$ cat config.mk
export PLATFORM = sky130hd
export DESIGN_NAME = dma_channel_basic_pingpong
export DESIGN_NICKNAME = d
export VERILOG_FILES = /design/src/common/dma_pkg.sv /design/src/core/dma_channel_basic_pingpong.sv
export SDC_FILE = /design/constraint.sdc
export NUM_CORES = 1
export LEC_CHECK = 0
export ABC_AREA = 0
export BUFFER_PORTS_ARGS = -buffer_cell sky130_fd_sc_hd__buf_2
export CAP_MARGIN = 15
export CORE_MARGIN = 4
export CORE_UTILIZATION = 30
export CTS_BUF_LIST = sky130_fd_sc_hd__clkbuf_16
export CTS_CLUSTER_DIAMETER = 120
export CTS_CLUSTER_SIZE = 16
export DETAILED_ROUTE_END_ITERATION = 16
export SLEW_MARGIN = 5
export SYNTH_ARGS = -nofsm -noshare
export SYNTH_HDL_FRONTEND = slang
export SYNTH_SLANG_ARGS = --single-unit
$ cat constraint.sdc
create_clock -name ref_clk -period 5.2 [get_ports ref_clk]
set_input_delay 0 -clock ref_clk [delete_from_list [all_inputs] [get_ports ref_clk]]
set_output_delay 0 -clock ref_clk [all_outputs]
set_load 0.01 [all_outputs]
$ cat src/common/dma_pkg.sv
// Constants, field layouts and carrier types for the peripheral DMA channel engine
package dma_pkg;

  // Register byte offsets on the software port
  localparam int REG_ADDR_W = 8;
  localparam logic [REG_ADDR_W-1:0] OFS_TABLE_BASE  = 8'h08;
  localparam logic [REG_ADDR_W-1:0] OFS_BURST_SET   = 8'h18;
  localparam logic [REG_ADDR_W-1:0] OFS_BURST_CLR   = 8'h1C;
  localparam logic [REG_ADDR_W-1:0] OFS_MASK_SET    = 8'h20;
  localparam logic [REG_ADDR_W-1:0] OFS_MASK_CLR    = 8'h24;
  localparam logic [REG_ADDR_W-1:0] OFS_ENABLE_SET  = 8'h28;
  localparam logic [REG_ADDR_W-1:0] OFS_ENABLE_CLR  = 8'h2C;
  localparam logic [REG_ADDR_W-1:0] OFS_ALT_SET     = 8'h30;
  localparam logic [REG_ADDR_W-1:0] OFS_ALT_CLR     = 8'h34;
  localparam logic [REG_ADDR_W-1:0] OFS_PRIO_SET    = 8'h38;
  localparam logic [REG_ADDR_W-1:0] OFS_PRIO_CLR    = 8'h3C;

  // Reset values
  localparam logic [31:0] RST_TABLE_BASE = 32'h0000_0000;
  localparam logic        RST_CHAN_BIT   = 1'b0;
  localparam logic [31:0] TABLE_BASE_MASK = 32'hFFFF_FC00;

  // Control table layout
  localparam logic [31:0] ALT_TABLE_OFFSET = 32'h0000_0200;
  localparam int          STRUCT_SHIFT     = 4;
  localparam logic [31:0] WORD_SRC_END     = 32'h0000_0000;
  localparam logic [31:0] WORD_DST_END     = 32'h0000_0004;
  localparam logic [31:0] WORD_CTL         = 32'h0000_0008;

  // Field codes of the channel control word
  localparam logic [1:0] STEP_NONE      = 2'h3;
  localparam logic [1:0] WIDTH_BYTE     = 2'h0;
  localparam logic [2:0] MODE_STOPPED   = 3'h0;
  localparam logic [2:0] MODE_BASIC     = 3'h1;
  localparam logic [2:0] MODE_PINGPONG  = 3'h3;
  localparam logic [3:0] ARB_CODE_MAX   = 4'hA;
  localparam int         COUNT_W        = 10;
  localparam int         UNIT_W         = 11;

  // Layout of channel_transfer_control_word
  typedef struct packed {
    logic [1:0]         destination_step_code;
    logic [1:0]         destination_item_width;
    logic [1:0]         source_step_code;
    logic [1:0]         source_item_width;
    logic [5:0]         reserved;
    logic [3:0]         rearbitration_count_code;
    logic [COUNT_W-1:0] item_count_minus_one;
    logic               next_burst_only_flag;
    logic [2:0]         transfer_operating_mode;
  } ctl_word_t;

  // System memory master request, one cycle per access
  typedef struct packed {
    logic        rd;
    logic        wr;
    logic [1:0]  width;
    logic [31:0] addr;
    logic [31:0] wdata;
  } mem_req_t;

  typedef enum logic [3:0] {
    S_IDLE = 4'h0,
    S_FSRC = 4'h1,
    S_FDST = 4'h2,
    S_FCTL = 4'h3,
    S_FCAP = 4'h4,
    S_RD   = 4'h5,
    S_RDW  = 4'h6,
    S_WR   = 4'h7,
    S_WB   = 4'h8
  } state_t;

endpackage : dma_pkg

$ cat src/core/dma_channel_basic_pingpong.sv
// Peripheral DMA channel engine with basic and ping-pong modes
//
// Notes on behaviour
// Software loads end pointers with the last address of the transfer, inclusive.
// Destination step code 3 keeps destination at its end pointer.
// Source step code 3 keeps source at its end pointer.
// Code 0 means byte items and byte address stepping.
// Rearbitration code sets items per unit: code 2 gives 4, code 3 gives 8.
// Item count field holds items minus one.
// Mode 1 is basic, 3 is ping-pong, 0 is stopped.
// A burst request moves one full rearbitration unit of items.
// A single request moves exactly one item.
// Burst-only set makes the channel ignore single requests.
// Burst-only clear lets single and burst requests both be served.
// Unmask write lets the channel's requests be recognised.
// Alternate clear selects the primary structure for the next transfer.
// Priority set gives high priority, priority clear returns default.
// An enabled channel transfers on each request until its count is spent.
// Basic completion disables channel and writes stopped mode to memory.
// Enable bit reads one while active and clears itself on completion.
// Primary structure at base plus 16 per channel, alternate 0x200 higher.
// Source end, destination end, control word are consecutive words.
// Ping-pong primary completion stops it, switches to alternate, signals done.
// Completion is signalled on the channel's own peripheral done line.
// Software finds the stopped structure, drains it and rewrites its control word.
// Alternate completion returns to primary; stopped primary then stops the channel.
//
// Decided for this implementation: strobed register access and the placing of the registers.
`timescale 1ns/100ps
`default_nettype none

module dma_channel_basic_pingpong
  import dma_pkg::*;
#(
  parameter int CHANNELS = 32
) (
  input  wire logic                  ref_clk,
  input  wire logic                  rst,
  input  wire logic [REG_ADDR_W-1:0] reg_addr,
  input  wire logic [31:0]           reg_wdata,
  input  wire logic                  reg_wr,
  input  wire logic                  reg_rd,
  output logic      [31:0]           reg_rdata,
  input  wire logic [CHANNELS-1:0]   single_req,
  input  wire logic [CHANNELS-1:0]   burst_req,
  output logic      [CHANNELS-1:0]   req_ack,
  output logic      [CHANNELS-1:0]   xfer_done,
  output mem_req_t                   mem_req,
  input  wire logic [31:0]           mem_rdata
);

  localparam int CW = (CHANNELS > 1) ? $clog2(CHANNELS) : 1;

  state_t              state_q;
  logic [31:0]         base_q;
  logic [CHANNELS-1:0] ena_q;
  logic [CHANNELS-1:0] burst_only_q;
  logic [CHANNELS-1:0] mask_q;
  logic [CHANNELS-1:0] alt_q;
  logic [CHANNELS-1:0] prio_q;
  logic [CW-1:0]       ch_q;
  logic                alt_cur_q;
  logic                burst_unit_q;
  logic                pp_q;
  logic                complete_q;
  logic [31:0]         src_end_q;
  logic [31:0]         dst_end_q;
  logic [31:0]         data_q;
  ctl_word_t           ctl_q;
  logic [UNIT_W-1:0]   limit_q;
  logic [UNIT_W-1:0]   moved_q;

  logic [CHANNELS-1:0] elig;
  logic [CHANNELS-1:0] pool;
  logic [CHANNELS-1:0] ch_onehot;
  logic [CW-1:0]       grant_ch;
  logic                grant;
  ctl_word_t           ctl_live;
  logic                mode_ok;
  logic                last_item;
  logic                unit_full;
  logic [CHANNELS-1:0] hw_ena_clr;
  logic [CHANNELS-1:0] hw_alt_tog;

  function automatic logic [CW-1:0] first_set(input logic [CHANNELS-1:0] v);
    logic [CW-1:0] idx;
    idx = '0;
    for (int i = CHANNELS - 1; i >= 0; i--) begin
      if (v[i]) begin
        idx = CW'(i);
      end
    end
    return idx;
  endfunction : first_set

  // Address of item n counted back from the inclusive end pointer
  function automatic logic [31:0] item_addr(input logic [31:0] end_ptr,
                                            input logic [COUNT_W-1:0] n,
                                            input logic [1:0] step);
    logic [31:0] back;
    back = {{(32-COUNT_W){1'b0}}, n} << step;
    if (step == STEP_NONE) begin
      return end_ptr;
    end
    return end_ptr - back;
  endfunction : item_addr

  function automatic logic [31:0] struct_addr(input logic [31:0] base, input logic alt,
                                              input logic [CW-1:0] ch, input logic [31:0] word);
    logic [31:0] ofs;
    ofs = (32'(ch) << STRUCT_SHIFT) + (alt ? ALT_TABLE_OFFSET : 32'h0000_0000);
    return base + ofs + word;
  endfunction : struct_addr

  function automatic logic [UNIT_W-1:0] unit_limit(input logic [3:0] code, input logic burst);
    logic [3:0] c;
    c = (code > ARB_CODE_MAX) ? ARB_CODE_MAX : code;
    if (!burst) begin
      return UNIT_W'(1);
    end
    return UNIT_W'(1) << c;
  endfunction : unit_limit

  // Eligibility and fixed-order arbitration, high priority first
  // A request still high in its acknowledge cycle is stale and must not be served again
  assign elig      = ena_q & ~mask_q & ~req_ack
                     & (burst_req | (single_req & ~burst_only_q));
  assign pool      = (|(elig & prio_q)) ? (elig & prio_q) : elig;
  assign grant_ch  = first_set(pool);
  assign grant     = (state_q == S_IDLE) && (|elig);
  assign ch_onehot = CHANNELS'(1) << ch_q;

  assign ctl_live  = (state_q == S_FCAP) ? ctl_word_t'(mem_rdata) : ctl_q;
  assign mode_ok   = (ctl_live.transfer_operating_mode == MODE_BASIC) ||
                     (ctl_live.transfer_operating_mode == MODE_PINGPONG);
  assign last_item = (ctl_q.item_count_minus_one == '0);
  assign unit_full = ((moved_q + UNIT_W'(1)) == limit_q);

  assign hw_ena_clr = ((state_q == S_FCAP && !mode_ok) ||
                       (state_q == S_WB && complete_q && !pp_q)) ? ch_onehot : '0;
  assign hw_alt_tog = (state_q == S_WB && complete_q && pp_q) ? ch_onehot : '0;

  // Software register writes
  always_ff @(posedge ref_clk) begin
    if (rst) begin
      base_q <= RST_TABLE_BASE;
    end else if (reg_wr && reg_addr == OFS_TABLE_BASE) begin
      base_q <= reg_wdata & TABLE_BASE_MASK;
    end
  end

  always_ff @(posedge ref_clk) begin
    if (rst) begin
      ena_q <= {CHANNELS{RST_CHAN_BIT}};
    end else begin
      // Software set wins over a completion clear in the same cycle
      ena_q <= (ena_q & ~hw_ena_clr
                & ~((reg_wr && reg_addr == OFS_ENABLE_CLR) ? reg_wdata[CHANNELS-1:0] : '0))
               | ((reg_wr && reg_addr == OFS_ENABLE_SET) ? reg_wdata[CHANNELS-1:0] : '0);
    end
  end

  always_ff @(posedge ref_clk) begin
    if (rst) begin
      burst_only_q <= {CHANNELS{RST_CHAN_BIT}};
    end else if (reg_wr && reg_addr == OFS_BURST_SET) begin
      burst_only_q <= burst_only_q | reg_wdata[CHANNELS-1:0];
    end else if (reg_wr && reg_addr == OFS_BURST_CLR) begin
      burst_only_q <= burst_only_q & ~reg_wdata[CHANNELS-1:0];
    end
  end

  always_ff @(posedge ref_clk) begin
    if (rst) begin
      mask_q <= {CHANNELS{RST_CHAN_BIT}};
    end else if (reg_wr && reg_addr == OFS_MASK_SET) begin
      mask_q <= mask_q | reg_wdata[CHANNELS-1:0];
    end else if (reg_wr && reg_addr == OFS_MASK_CLR) begin
      mask_q <= mask_q & ~reg_wdata[CHANNELS-1:0];
    end
  end

  always_ff @(posedge ref_clk) begin
    if (rst) begin
      alt_q <= {CHANNELS{RST_CHAN_BIT}};
    end else if (reg_wr && reg_addr == OFS_ALT_SET) begin
      alt_q <= (alt_q ^ hw_alt_tog) | reg_wdata[CHANNELS-1:0];
    end else if (reg_wr && reg_addr == OFS_ALT_CLR) begin
      alt_q <= (alt_q ^ hw_alt_tog) & ~reg_wdata[CHANNELS-1:0];
    end else begin
      alt_q <= alt_q ^ hw_alt_tog;
    end
  end

  always_ff @(posedge ref_clk) begin
    if (rst) begin
      prio_q <= {CHANNELS{RST_CHAN_BIT}};
    end else if (reg_wr && reg_addr == OFS_PRIO_SET) begin
      prio_q <= prio_q | reg_wdata[CHANNELS-1:0];
    end else if (reg_wr && reg_addr == OFS_PRIO_CLR) begin
      prio_q <= prio_q & ~reg_wdata[CHANNELS-1:0];
    end
  end

  // Read data stands in the cycle after the read strobe only
  always_ff @(posedge ref_clk) begin
    if (rst || !reg_rd) begin
      reg_rdata <= 32'h0000_0000;
    end else begin
      reg_rdata <= 32'h0000_0000;
      case (reg_addr)
        OFS_TABLE_BASE: reg_rdata <= base_q;
        OFS_BURST_SET:  reg_rdata[CHANNELS-1:0] <= burst_only_q;
        OFS_MASK_SET:   reg_rdata[CHANNELS-1:0] <= mask_q;
        OFS_ENABLE_SET: reg_rdata[CHANNELS-1:0] <= ena_q;
        OFS_ALT_SET:    reg_rdata[CHANNELS-1:0] <= alt_q;
        OFS_PRIO_SET:   reg_rdata[CHANNELS-1:0] <= prio_q;
        default:        reg_rdata <= 32'h0000_0000;
      endcase
    end
  end

  // Channel sequencer: fetch structure, move items, write control word back
  always_ff @(posedge ref_clk) begin
    if (rst) begin
      state_q      <= S_IDLE;
      ch_q         <= '0;
      alt_cur_q    <= 1'b0;
      burst_unit_q <= 1'b0;
      pp_q         <= 1'b0;
      complete_q   <= 1'b0;
      src_end_q    <= 32'h0000_0000;
      dst_end_q    <= 32'h0000_0000;
      data_q       <= 32'h0000_0000;
      ctl_q        <= '0;
      limit_q      <= '0;
      moved_q      <= '0;
    end else begin
      case (state_q)
        S_IDLE: begin
          if (grant) begin
            ch_q         <= grant_ch;
            alt_cur_q    <= alt_q[grant_ch];
            burst_unit_q <= burst_req[grant_ch];
            complete_q   <= 1'b0;
            moved_q      <= '0;
            state_q      <= S_FSRC;
          end
        end
        S_FSRC: state_q <= S_FDST;
        S_FDST: begin
          src_end_q <= mem_rdata;
          state_q   <= S_FCTL;
        end
        S_FCTL: begin
          dst_end_q <= mem_rdata;
          state_q   <= S_FCAP;
        end
        S_FCAP: begin
          ctl_q   <= ctl_live;
          pp_q    <= (ctl_live.transfer_operating_mode == MODE_PINGPONG);
          limit_q <= unit_limit(ctl_live.rearbitration_count_code, burst_unit_q);
          state_q <= mode_ok ? S_RD : S_IDLE;
        end
        S_RD:  state_q <= S_RDW;
        S_RDW: begin
          data_q  <= mem_rdata;
          state_q <= S_WR;
        end
        S_WR: begin
          moved_q <= moved_q + UNIT_W'(1);
          if (last_item) begin
            ctl_q.transfer_operating_mode <= MODE_STOPPED;
            complete_q                    <= 1'b1;
            state_q                       <= S_WB;
          end else begin
            ctl_q.item_count_minus_one <= ctl_q.item_count_minus_one - COUNT_W'(1);
            state_q                    <= unit_full ? S_WB : S_RD;
          end
        end
        S_WB:    state_q <= S_IDLE;
        default: state_q <= S_IDLE;
      endcase
    end
  end

  // Memory requests, each held for one cycle
  always_ff @(posedge ref_clk) begin
    if (rst) begin
      mem_req <= '0;
    end else begin
      mem_req <= '0;
      case (state_q)
        S_IDLE: begin
          if (grant) begin
            mem_req.rd   <= 1'b1;
            mem_req.addr <= struct_addr(base_q, alt_q[grant_ch], grant_ch, WORD_SRC_END);
          end
        end
        S_FSRC: begin
          mem_req.rd   <= 1'b1;
          mem_req.addr <= struct_addr(base_q, alt_cur_q, ch_q, WORD_DST_END);
        end
        S_FDST: begin
          mem_req.rd   <= 1'b1;
          mem_req.addr <= struct_addr(base_q, alt_cur_q, ch_q, WORD_CTL);
        end
        S_FCAP: begin
          if (mode_ok) begin
            mem_req.rd    <= 1'b1;
            mem_req.width <= ctl_live.source_item_width;
            mem_req.addr  <= item_addr(src_end_q, ctl_live.item_count_minus_one,
                                       ctl_live.source_step_code);
          end
        end
        S_RDW: begin
          mem_req.wr    <= 1'b1;
          mem_req.width <= ctl_q.destination_item_width;
          mem_req.wdata <= mem_rdata;
          mem_req.addr  <= item_addr(dst_end_q, ctl_q.item_count_minus_one,
                                     ctl_q.destination_step_code);
        end
        S_WR: begin
          if (last_item || unit_full) begin
            mem_req.wr   <= 1'b1;
            mem_req.addr <= struct_addr(base_q, alt_cur_q, ch_q, WORD_CTL);
            if (last_item) begin
              mem_req.wdata <= {ctl_q[31:3], MODE_STOPPED};
            end else begin
              mem_req.wdata <= {ctl_q[31:14], ctl_q.item_count_minus_one - COUNT_W'(1),
                                ctl_q[3:0]};
            end
          end else begin
            mem_req.rd    <= 1'b1;
            mem_req.width <= ctl_q.source_item_width;
            mem_req.addr  <= item_addr(src_end_q, ctl_q.item_count_minus_one - COUNT_W'(1),
                                       ctl_q.source_step_code);
          end
        end
        default: mem_req <= '0;
      endcase
    end
  end

  // Peripheral handshake: acknowledge per unit, done per completed structure
  always_ff @(posedge ref_clk) begin
    if (rst) begin
      req_ack   <= '0;
      xfer_done <= '0;
    end else begin
      req_ack   <= (state_q == S_WB || (state_q == S_FCAP && !mode_ok)) ? ch_onehot : '0;
      xfer_done <= (state_q == S_WB && complete_q) ? ch_onehot : '0;
    end
  end
endmodule : dma_channel_basic_pingpong

`default_nettype wire

Yosys cells after proc, flatten, opt, wreduce, memory -nomap -nowiden --
Index checks and enable logic that the tools add are counted.
Storage, ports and cells: logic and storage cells 251, register bits after elaboration 477, input bits 140, output and inout bits 164
Operators by class: shifts and indexed selects 5, $lt $le $gt $ge 2, bitwise logic cells 26, equality and inequality tests 28, mux-type cells 105, $add $sub $neg 11, reduce and logical (&&, ||, !) cells 41
Operator list (count):
- $mux 32 | 22
- $pmux 32 s6 | 2
- $and 32x32->32 | 11
- $not 32->32 | 6
- $or 32x32->32 | 6
- $mux 5 | 32
- $shl 10x2->32 | 3
- $sub 32x32->32 | 3
- $add 32x11->32 | 2
- $eq 8x6->1 const B | 8
- $pmux 32 s2 | 1
- $reduce_or 32->1 | 2
- $mux 34 | 1
- $mux 11 | 3
- $add 32x3->32 const B | 1
- $add 32x4->32 const B | 1
- $pmux 4 s8 | 1
- $shl 1x5->32 const A | 1
- $xor 32x32->32 | 1
- $mux 10 | 3
- $mux 28 | 1
- $add 9x10->11 | 2
- $mux 1 | 22
- $pmux 11 s2 | 1
- 36 further kinds | 82

Longest topological paths before layout --
Gate-level depths: netlist of run 1.
word-level depth 46, gate-level depth with buffers 23, depth with buffers taken out 21

Worst setup path before layout of run 1 --
Ideal clock, no wire load.
kind reg-to-reg, start register ctl_q[26] (netlist bit), end register mem_req[52] (netlist bit), required time 5.068 ns, path slack 0.391 ns, period minus slack after synthesis 4.809 ns, cell stages (with the launch flop) 21, library setup time 0.132 ns, buffers on the path 3, data arrival time 4.676 ns, path through dfxtp_1 > clkbuf_1 > buf_1 > buf_1 > nor3_1 > ha_1 > fa_1 > nor2b_1 > o21ai_0 > a21boi_0 > o21ai_0 > a21boi_0 > o21ai_0 > a21oi_1 > o21a_1 > o21ai_0 > a31oi_1 > nor3_1 > a22o_1 > a222oi_1 > a21oi_1
On the way: word-level cells in the longest chain between the ends 9, elaborated cells between the ends (all ways) 20, classes of those cells add/sub: 2; eq/ne: 2; shift: 2; mux: 14
Ends and longest elaborated chain:
- from (decl) | RTL line dma_channel_basic_pingpong.sv:69 | ctl_word_t ctl_q;
- from (signal assigned) | RTL line dma_channel_basic_pingpong.sv:260 | ctl_q <= ctl_live;
- branches (longest 8 deep; another with $sub 32x32->32)
- $pmux 32 s6 (*) | RTL line dma_channel_basic_pingpong.sv:293 | case (state_q)
- to (decl) | RTL line dma_channel_basic_pingpong.sv:48 | output mem_req_t mem_req,
Every way passes the cells marked *. The select of a mux whose other input is x is not followed. A chain may end at the register's enable or synchronous reset.

==> impl_summary.txt, run 1 <==
----------------------------------------------------
[Power and ir drop]
  Highest ir drop seen on vdd ... 0.1885 mV
  Clock share of power ... 0.349
  Pleak ... 10.49 nW
  Post-route total power ... 7.657 mW
  Internal power contribution ... 5.409 mW
  Switching share of power ... 0.2936
  Power density cells ... 260.6 mW/mm^2
  Net switching power ... 2.248 mW
  Sequential power share ... 0.489
  Combinational fraction of design power ... 0.162

[Worst setup path]
  Type of element launching the critical path ... register
  List of cells traversed by the critical path ... nor2b_1 -> o2111ai_1 -> o2111ai_1 -> nor4_4 -> and2_1 -> o21ai_0 -> o21ai_0 -> nand4_1 -> o211a_1 -> nand2_1 -> buf_4 -> mux4_2 -> a22o_1 -> o21ai_2 -> o211ai_1
  Register-to-Register Setup Slack ... 310 ps
  Worst Path Arrival ... 5330 ps
  Classification of the worst setup path ... reg -> reg
  Register-to-Register Path Depth ... 15
  Destination of the worst register-to-register timing path ... alt_cur_q
  Category of the worst setup path capture point ... register
  Critical-path maximum fanout ... 10
  Slowest stage cell on the critical path ... sky130_fd_sc_hd__nor4_4
  Required time reported for the critical path endpoint ... 5640 ps
  Slowest cell delay on critical path ... 630 ps

[Logic synthesis]
  Portion of synthesized cell area occupied by the leading cell type ... 0.3816
  Synth cell types ... 82
  Post-synthesis sequential element count ... 477
  Syn Std Cell Area ... 0.02502 mm^2
  Top cell type by total area after synthesis ... sky130_fd_sc_hd__dfxtp_1
  Number of warnings issued by yosys ... 0
  Post-synthesis sequential area ratio ... 0.3816
  Synthesized instance count ... 3175
  Net count of the mapped netlist ... 3359
  Top area cells in the synthesized netlist ... sky130_fd_sc_hd__dfxtp_1, sky130_fd_sc_hd__a21oi_1, sky130_fd_sc_hd__nand2_1
  Fraction of registers with async set/reset ... 0
  Most used DFF post-synth ... sky130_fd_sc_hd__dfxtp_1
  Number of flops mapped to enable cells by yosys ... 0
  Mean post-synth cell area ... 7.881 um^2

[Floorplanning]
  Horizontal die dimension ... 296.8 um
  Floorplan row count ... 105
  Core footprint ... 0.08237 mm^2
  Full die area ... 0.08809 mm^2
  Die Ht ... 296.8 um
  I/O pin cnt ... 304
  Initial core utilization ... 0.3038

[Hold path]
  Class of the tightest hold or removal check ... in -> reg
  Beginning of the worst hold path ... burst_req[25]
  Worst hold path endpoint ... burst_unit_q
  Count of cells along the worst hold path ... 4

[CTS]
  Clock sinks ... 477
  TritonCTS clock tree ... yes
  Insertion delay to the later sink of the worst-skew pair ... 600 ps
  Buffers from clock root to sink, at most ... 3
  Number of buffers inserted during clock tree synthesis ... 35
  Clock Tree Root ... sky130_fd_sc_hd__clkbuf_16
  Maximum level of the CTS H-tree ... 2
  Clock-pin slew of the registers on the worst-case setup and hold paths ... 100 ps

[Finish]
  Multi-input gate area in the final layout ... 0.01430 mm^2
  Growth of design area from synthesis to finish ... 17.41%
  Number of nets in the final layout ... 3600
  Fillers ... 8611
  Flip-flop and latch area ... 0.009553 mm^2
  Cell area after layout ... 0.02938 mm^2
  Layout Cells excl Fill ... 4497
  Proportion of layout cells with a drive suffix above 1 ... 0.1489

[Global route]
  Maximum number of pins on one net before global-route repair ... 102
  GRT Overall Usage ... 0.2449
  Vias in the first global route ... 23855
  Overall overflow remaining after global route ... 0
  Global-route wire length before repair ... 165600 um
  Number of antenna violations at the first check in global routing ... 19

[STA]
  Shortest period the worst path allows ... 4887 ps
  Post-route fraction of the period consumed by the critical path ... 0.9399
  Relative slew slack ... 0.2225
  F_max ... 0.2046 GHz
  Hold Fails Final Rpt ... 0
  RSZ-0062 raised after global routing ... no
  Worst-margin pin slew ... 1166 ps
  Setup total negative slack ... 0 ps
  Post-route clock skew ... 40.61 ps
  Final critical-path setup slack ... 312.8 ps
  Fin. max-slew vios ... 0
  Final setup violation count ... 0

[Place]
  Standard cell area after detailed placement ... 0.02765 mm^2
  Half-perimeter wire length of the detailed placement result ... 83460 um
  Number of input and output port buffers inserted ... 303
  Pre-CTS worst setup slack ... 211.1 ps
  Count of placed standard cells including taps ... 4377
  RePlAce Congestion ... 0.9956

[Detailed routing]
  Vias after detailed routing ... 26203
  Per-cell via count in the routed design ... 5.827
  Iter 0 DRT Violations ... 3365
  Routed Wire Length ... 114300 um
  Iteration count of the initial detailed-routing pass ... 6
  Wire length per cell ... 25.41 um
  Post-route DRC violation count ... 0
  Count of antenna-violating nets left after detailed routing ... 0

[Run]
  Max-cap violations ... 0

[Run status]
  Run status ... finished, final reports clean

----------------------------------------------------
-- cells in the mapped netlist (21+ instances only) --
| master | number |
|---|---|
| sky130_fd_sc_hd__nand3_1 | 42 |
| sky130_fd_sc_hd__inv_1 | 56 |
| sky130_fd_sc_hd__nor2_1 | 393 |
| sky130_fd_sc_hd__o21ai_0 | 69 |
| sky130_fd_sc_hd__a31oi_1 | 41 |
| sky130_fd_sc_hd__o2111ai_1 | 33 |
| sky130_fd_sc_hd__nor2b_1 | 65 |
| sky130_fd_sc_hd__dfxtp_1 | 477 |
| sky130_fd_sc_hd__o211ai_1 | 28 |
| sky130_fd_sc_hd__nand2_1 | 409 |
| sky130_fd_sc_hd__o22ai_1 | 23 |
| sky130_fd_sc_hd__nor4_1 | 21 |
| sky130_fd_sc_hd__xnor2_1 | 69 |
| sky130_fd_sc_hd__a21oi_1 | 401 |
| sky130_fd_sc_hd__mux2i_1 | 63 |
| sky130_fd_sc_hd__a32oi_1 | 33 |
| sky130_fd_sc_hd__xor2_1 | 52 |
| sky130_fd_sc_hd__clkbuf_1 | 242 |
| sky130_fd_sc_hd__nor3_1 | 58 |
| sky130_fd_sc_hd__ha_1 | 41 |
| sky130_fd_sc_hd__a311oi_1 | 92 |
| sky130_fd_sc_hd__a22oi_1 | 155 |
-- final cells by class --
| type | instances | share of cell area |
|---|---|---|
| Clock inverter | 2 | 0.0008518 |
| Inverter | 56 | 0.007155 |
| Multi-Input combinational cell | 2373 | 0.4867 |
| Sequential cell | 477 | 0.3252 |
| Antenna cell | 9 | 0.0007666 |
| Tap cell | 1070 | 0.04557 |
| Timing Repair Buffer | 473 | 0.1023 |
| Clock buffer | 37 | 0.03151 |
-- routing by layer --
layer  share of wire  vias up  wire (um)  GRT usage
li1                -    11959          -          -
met1            0.44    12562      49860     0.3525
met2            0.42     1446      48090     0.3607
met3            0.10      224      11560    0.04798
met4           0.041       12       4670    0.09137
met5         0.00070        -         80          0
-- power groups by stage --
stage | clock (mW) | combinational, mW | sequential, mW
finish | 2.67 | 1.24 | 3.74
global route | 2.83 | 1.34 | 3.75
CTS | 2.72 | 1.22 | 3.74
detailed placement | 0 | 1.17 | 3.83
global placement | 0 | 1.17 | 3.82
floorplan | 0 | 0.786 | 3.80
-- critical path, delay by kind of cell, from the launching register on --
family                 cells  cell delay, ps
AO/OA/AOI/OAI              8            2130
AND/OR/NAND/NOR            5            1570
multiplexers               1             510
flip-flops                 1             360
buffers and inverters      1             160
-- worst max-delay path by stage --
stage,startpoint,end,cells past startpoint
finish,register,alt_cur_q,15
global route,ctl_q[5],mem_req[52],21
CTS,state_q[3],mem_req[60],23
detailed placement,state_q[3],mem_req[60],23
global placement,state_q[3],mem_req[60],22
floorplan,ctl_q[26],mem_req[52],20
-- timing repair --
item                                   in CTS  in global routing
hold buffers                               71                  0
buffers inserted                            0                  0
setup endpoints to repair                   0                 15
gates resized for setup                     0                 12
endpoints found under the hold margin     317                  0
-- cell usage in the layout (no fill, tap or decap), types with 10 or more instances in the layout --
master                          synthesis  layout
sky130_fd_sc_hd__o22ai_1               23      22
sky130_fd_sc_hd__or3_1                 19      19
sky130_fd_sc_hd__a311oi_1              92      92
sky130_fd_sc_hd__nand2_1              409     407
sky130_fd_sc_hd__nor2b_1               65      64
sky130_fd_sc_hd__a21boi_0              14      11
sky130_fd_sc_hd__o2111ai_1             33      33
sky130_fd_sc_hd__a32oi_1               33      33
sky130_fd_sc_hd__nor3_1                58      53
sky130_fd_sc_hd__clkbuf_16              0      37
sky130_fd_sc_hd__nand3_1               42      42
sky130_fd_sc_hd__nand2b_1              15      15
sky130_fd_sc_hd__dlygate4sd3_1          0      71
sky130_fd_sc_hd__mux2i_1               63      63
sky130_fd_sc_hd__inv_1                 56      56
sky130_fd_sc_hd__and3_1                16      16
sky130_fd_sc_hd__a21oi_1              401     401
sky130_fd_sc_hd__dfxtp_1              477     474
sky130_fd_sc_hd__a222oi_1              19      19
sky130_fd_sc_hd__ha_1                  41      41
sky130_fd_sc_hd__nor2_1               393     384
sky130_fd_sc_hd__o21ai_0               69      68
sky130_fd_sc_hd__or4_1                 10      10
sky130_fd_sc_hd__nand4_1               14      14
sky130_fd_sc_hd__or2_2                 10      10
sky130_fd_sc_hd__buf_2                  4     302
sky130_fd_sc_hd__a31oi_1               41      39
sky130_fd_sc_hd__xnor2_1               69      69
sky130_fd_sc_hd__buf_4                  4      96
sky130_fd_sc_hd__a22oi_1              155     155
sky130_fd_sc_hd__and2_1                14      13
sky130_fd_sc_hd__xor2_1                52      52
sky130_fd_sc_hd__a211oi_1              19      19
sky130_fd_sc_hd__nor4_1                21      19
sky130_fd_sc_hd__o211ai_1              28      28
-- metrics by stage --
step	utilization	hold slack [ps]
global route	0.3566	47.95
CTS	0.3559	20.66
floorplan	-	136.0
detailed placement	0.3357	338.9
global placement	0.3357	335.2
finish	0.3567	29.03
-- logic make-up (layout without fill, tap and decap cells) --
family | count (synthesis) | count (layout) | synth area share
muxes | 74 | 74 | 0.03330
and+or+nand+nor | 1124 | 1124 | 0.1999
buffers and inverters | 325 | 568 | 0.05195
DFF | 477 | 477 | 0.3816
adders and majority gates | 44 | 44 | 0.02290
xor gates and xnor gates | 121 | 121 | 0.04235
other | 0 | 9 | 0
AOI/OAI and AO/OA | 1010 | 1010 | 0.2680
(Power assumes the default switching activity.)
==> inputs of run 2 (changes only) <==
--- a/config.mk
+++ b/config.mk
@@ -14,6 +14,7 @@
 export CTS_CLUSTER_DIAMETER = 120
 export CTS_CLUSTER_SIZE = 16
 export DETAILED_ROUTE_END_ITERATION = 16
+export PLACE_DENSITY_LB_ADDON = 0.3
 export SLEW_MARGIN = 5
 export SYNTH_ARGS = -nofsm -noshare
 export SYNTH_HDL_FRONTEND = slang
==> run 2 against run 1 <==
Compared with the run above: first-iteration DRC count grew 0.42%; wire length up 2.3%; largest power group unchanged; global-route usage grew 0.81 points; combinational power is essentially flat; clock skew is 6.5 ps higher; worst setup slack improved by 100 ps; cell count shrank 0.16%; count of clock-buffer cells in the layout increased by 1; register-to-register slack improved by 100 ps; non-clock buffer count down 10.
==> impl_summary.txt, run 2 (synthesized netlist as in run 1, its figures left out) <==
----------------------------------------------------
[Floorplanning]
  Full die area ... 0.08809 mm^2
  Core footprint ... 0.08237 mm^2
  Horizontal die dimension ... 296.8 um
  Initial core utilization ... 0.3038
  Floorplan row count ... 105
  I/O pin cnt ... 304
  Die Ht ... 296.8 um

[STA]
  Post-route clock skew ... 47.10 ps
  Shortest period the worst path allows ... 4783 ps
  Setup total negative slack ... 0 ps
  Relative slew slack ... 0.1442
  Fin. max-slew vios ... 0
  Worst-margin pin slew ... 1284 ps
  Post-route fraction of the period consumed by the critical path ... 0.9199
  F_max ... 0.2091 GHz
  Final setup violation count ... 0
  Hold Fails Final Rpt ... 0
  RSZ-0062 raised after global routing ... no
  Hold WS ... 60.84 ps

[Finish]
  Proportion of layout cells with a drive suffix above 1 ... 0.1474
  Leading cell types in the layout, fill and taps excluded ... sky130_fd_sc_hd__dfxtp_1, sky130_fd_sc_hd__nand2_1, sky130_fd_sc_hd__a21oi_1, sky130_fd_sc_hd__nor2_1, sky130_fd_sc_hd__buf_2
  Leading cell type in the layout, fill and taps excluded ... sky130_fd_sc_hd__dfxtp_1
  Growth of design area from synthesis to finish ... 17.38%
  Fillers ... 8726
  Number of nets in the final layout ... 3591
  Final core utilization ... 0.3566
  Layout Cells excl Fill ... 4490

[Detailed routing]
  Per-cell via count in the routed design ... 5.831
  Count of antenna-violating nets left after detailed routing ... 0
  Iteration count of the initial detailed-routing pass ... 6
  Routed Wire Length ... 116900 um
  Vias after detailed routing ... 26181
  Post-route DRC violation count ... 0
  Wire length per cell ... 26.04 um
  Iter 0 DRT Violations ... 3379

[Power and ir drop]
  Net switching power ... 2.300 mW
  Internal power contribution ... 5.456 mW
  Post-route total power ... 7.757 mW
  Highest ir drop seen on vdd ... 0.1685 mV
  Pleak ... 10.48 nW
  Clock share of power ... 0.355
  Power density cells ... 264.1 mW/mm^2
  Switching share of power ... 0.2966
  Sequential power share ... 0.482
  Combinational fraction of design power ... 0.162

[Worst setup path]
  Type of element launching the critical path ... register
  Number of buffers and inverters on the critical path ... 2
  Worst Path Arrival ... 5220 ps
  List of cells traversed by the critical path ... nand2b_1 -> nor3_4 -> buf_6 -> nand2_1 -> a21boi_1 -> and2_1 -> ha_1 -> fa_1 -> nor2b_1 -> o21ai_0 -> a21boi_0 -> o21ai_1 -> a21boi_0 -> o21ai_0 -> a21boi_0 -> o21a_1 -> o21ai_0 -> a21oi_1 -> buf_4 -> nor4_1 -> xor2_1 -> a222oi_1 -> a21oi_1
  Top Family by Delay on Critical Path ... compound AO/OA/AOI/OAI gates
  Critical-path maximum fanout ... 15
  Classification of the worst setup path ... reg -> reg
  Category of the worst setup path capture point ... register
  Required time reported for the critical path endpoint ... 5640 ps
  Slowest cell delay on critical path ... 410 ps
  Slowest stage cell on the critical path ... sky130_fd_sc_hd__dfxtp_1

[Global route]
  Number of antenna violations at the first check in global routing ... 13
  Global-route wire length before repair ... 170800 um
  Overall overflow remaining after global route ... 0
  Global-route track usage on met1 ... 0.3630
  Vias in the first global route ... 24515
  Met3 GRT Util ... 0.05857
  GRT Overall Usage ... 0.2530
  Maximum number of pins on one net before global-route repair ... 202
  Gr busiest metal ... met1
  Global-route met2 utilization ... 0.3615

[CTS]
  Maximum level of the CTS H-tree ... 2
  Clock sinks ... 477
  Clock Tree Root ... sky130_fd_sc_hd__clkbuf_16
  Number of buffers inserted during clock tree synthesis ... 36
  Insertion delay to the later sink of the worst-skew pair ... 610 ps
  Buffers from clock root to sink, at most ... 3
  TritonCTS clock tree ... yes
  Clock-pin slew of the registers on the worst-case setup and hold paths ... 90 ps

[Place]
  Number of input and output port buffers inserted ... 303
  RePlAce Congestion ... 0.9834
  Half-perimeter wire length of the detailed placement result ... 84620 um
  Count of placed standard cells including taps ... 4371

[Run status]
  Run status ... finished, final reports clean

[Hold path]
  Class of the tightest hold or removal check ... in -> reg

[Run]
  Max-cap violations ... 0

----------------------------------------------------
[run 2: changes by cell type in the layout (fill, tap and decap cells not counted), moves of 2 or more]
cell,change
sky130_fd_sc_hd__inv_1,+2
sky130_fd_sc_hd__a21boi_1,-2
sky130_fd_sc_hd__buf_4,-8
sky130_fd_sc_hd__a21boi_0,+2
sky130_fd_sc_hd__diode_2,-2
sky130_fd_sc_hd__dfxtp_2,-2
sky130_fd_sc_hd__dlygate4sd3_1,-3
sky130_fd_sc_hd__dfxtp_1,+2
sky130_fd_sc_hd__clkinv_8,+2
[run 2: worst paths after layout]
path / endpoint / slack [ps] / from / cells past startpoint
setup / recovery: mem_req[60] / 420 / state_q[2] / 23
hold / removal: burst_unit_q / 60 / burst_req[16] / 4
setup reg to reg: mem_req[60] / 420 / state_q[2] / 23
hold reg to reg: ctl_q[17] / 460 / ctl_q[17] / 2
[run 2: power groups by stage]
stage                     Clock (mW)  Sequential, mW  Combinational [mW]
after global placement             0            3.82                1.19
after detailed placement           0            3.82                1.19
after floorplan                    0            3.80               0.786
after CTS                       2.80            3.74                1.24
final                           2.76            3.74                1.26
after global routing            2.93            3.74                1.36
[run 2: cell type report]
type | count | area, um^2 | share of cell area
multi-input combinational | 2373 | 14310 | 0.4871
inverter | 56 | 210.2 | 0.007157
clock buffer | 38 | 950.9 | 0.03238
tap | 1070 | 1339 | 0.04558
sequential | 477 | 9550 | 0.3252
antenna | 7 | 17.52 | 0.0005964
clock inverter | 6 | 48.80 | 0.001661
timing repair buffer | 463 | 2947 | 0.1003
[run 2: layer usage]
layer / vias to the layer above / wire, um
li1: 11938 / -
met1: 12597 / 51270
met5: - / 13
met3: 229 / 12700
met2: 1415 / 47730
met4: 2 / 5217
[run 2: stage by stage]
stage / worst slack (ps) / area, um^2
floorplan: 391.4 / 25020
global placement: 381.5 / 27620
detailed placement: 321.7 / 27650
CTS: 255.9 / 29330
global route: 34.01 / 29360
finish: 416.5 / 29370
[run 2: worst register-to-register path, stage by stage (launching register included)]
cell and delay [ps]:
sky130_fd_sc_hd__dfxtp_1 410, sky130_fd_sc_hd__nand2b_1 130, sky130_fd_sc_hd__nor3_4 220, sky130_fd_sc_hd__buf_6 210, sky130_fd_sc_hd__nand2_1 100, sky130_fd_sc_hd__a21boi_1 200, sky130_fd_sc_hd__and2_1 160, sky130_fd_sc_hd__ha_1 190
sky130_fd_sc_hd__fa_1 210, sky130_fd_sc_hd__nor2b_1 60, sky130_fd_sc_hd__o21ai_0 190, sky130_fd_sc_hd__a21boi_0 160, sky130_fd_sc_hd__o21ai_1 190, sky130_fd_sc_hd__a21boi_0 130, sky130_fd_sc_hd__o21ai_0 230, sky130_fd_sc_hd__a21boi_0 170
sky130_fd_sc_hd__o21a_1 200, sky130_fd_sc_hd__o21ai_0 270, sky130_fd_sc_hd__a21oi_1 120, sky130_fd_sc_hd__buf_4 190, sky130_fd_sc_hd__nor4_1 300, sky130_fd_sc_hd__xor2_1 130, sky130_fd_sc_hd__a222oi_1 360, sky130_fd_sc_hd__a21oi_1 130
[run 2: what timing repair did]
item | in CTS | in global routing
endpoints found under the hold margin | 323 | 0
setup endpoints to repair | 0 | 10
setup buffers | 0 | 0
hold buffers | 68 | 0
resized for setup | 0 | 9
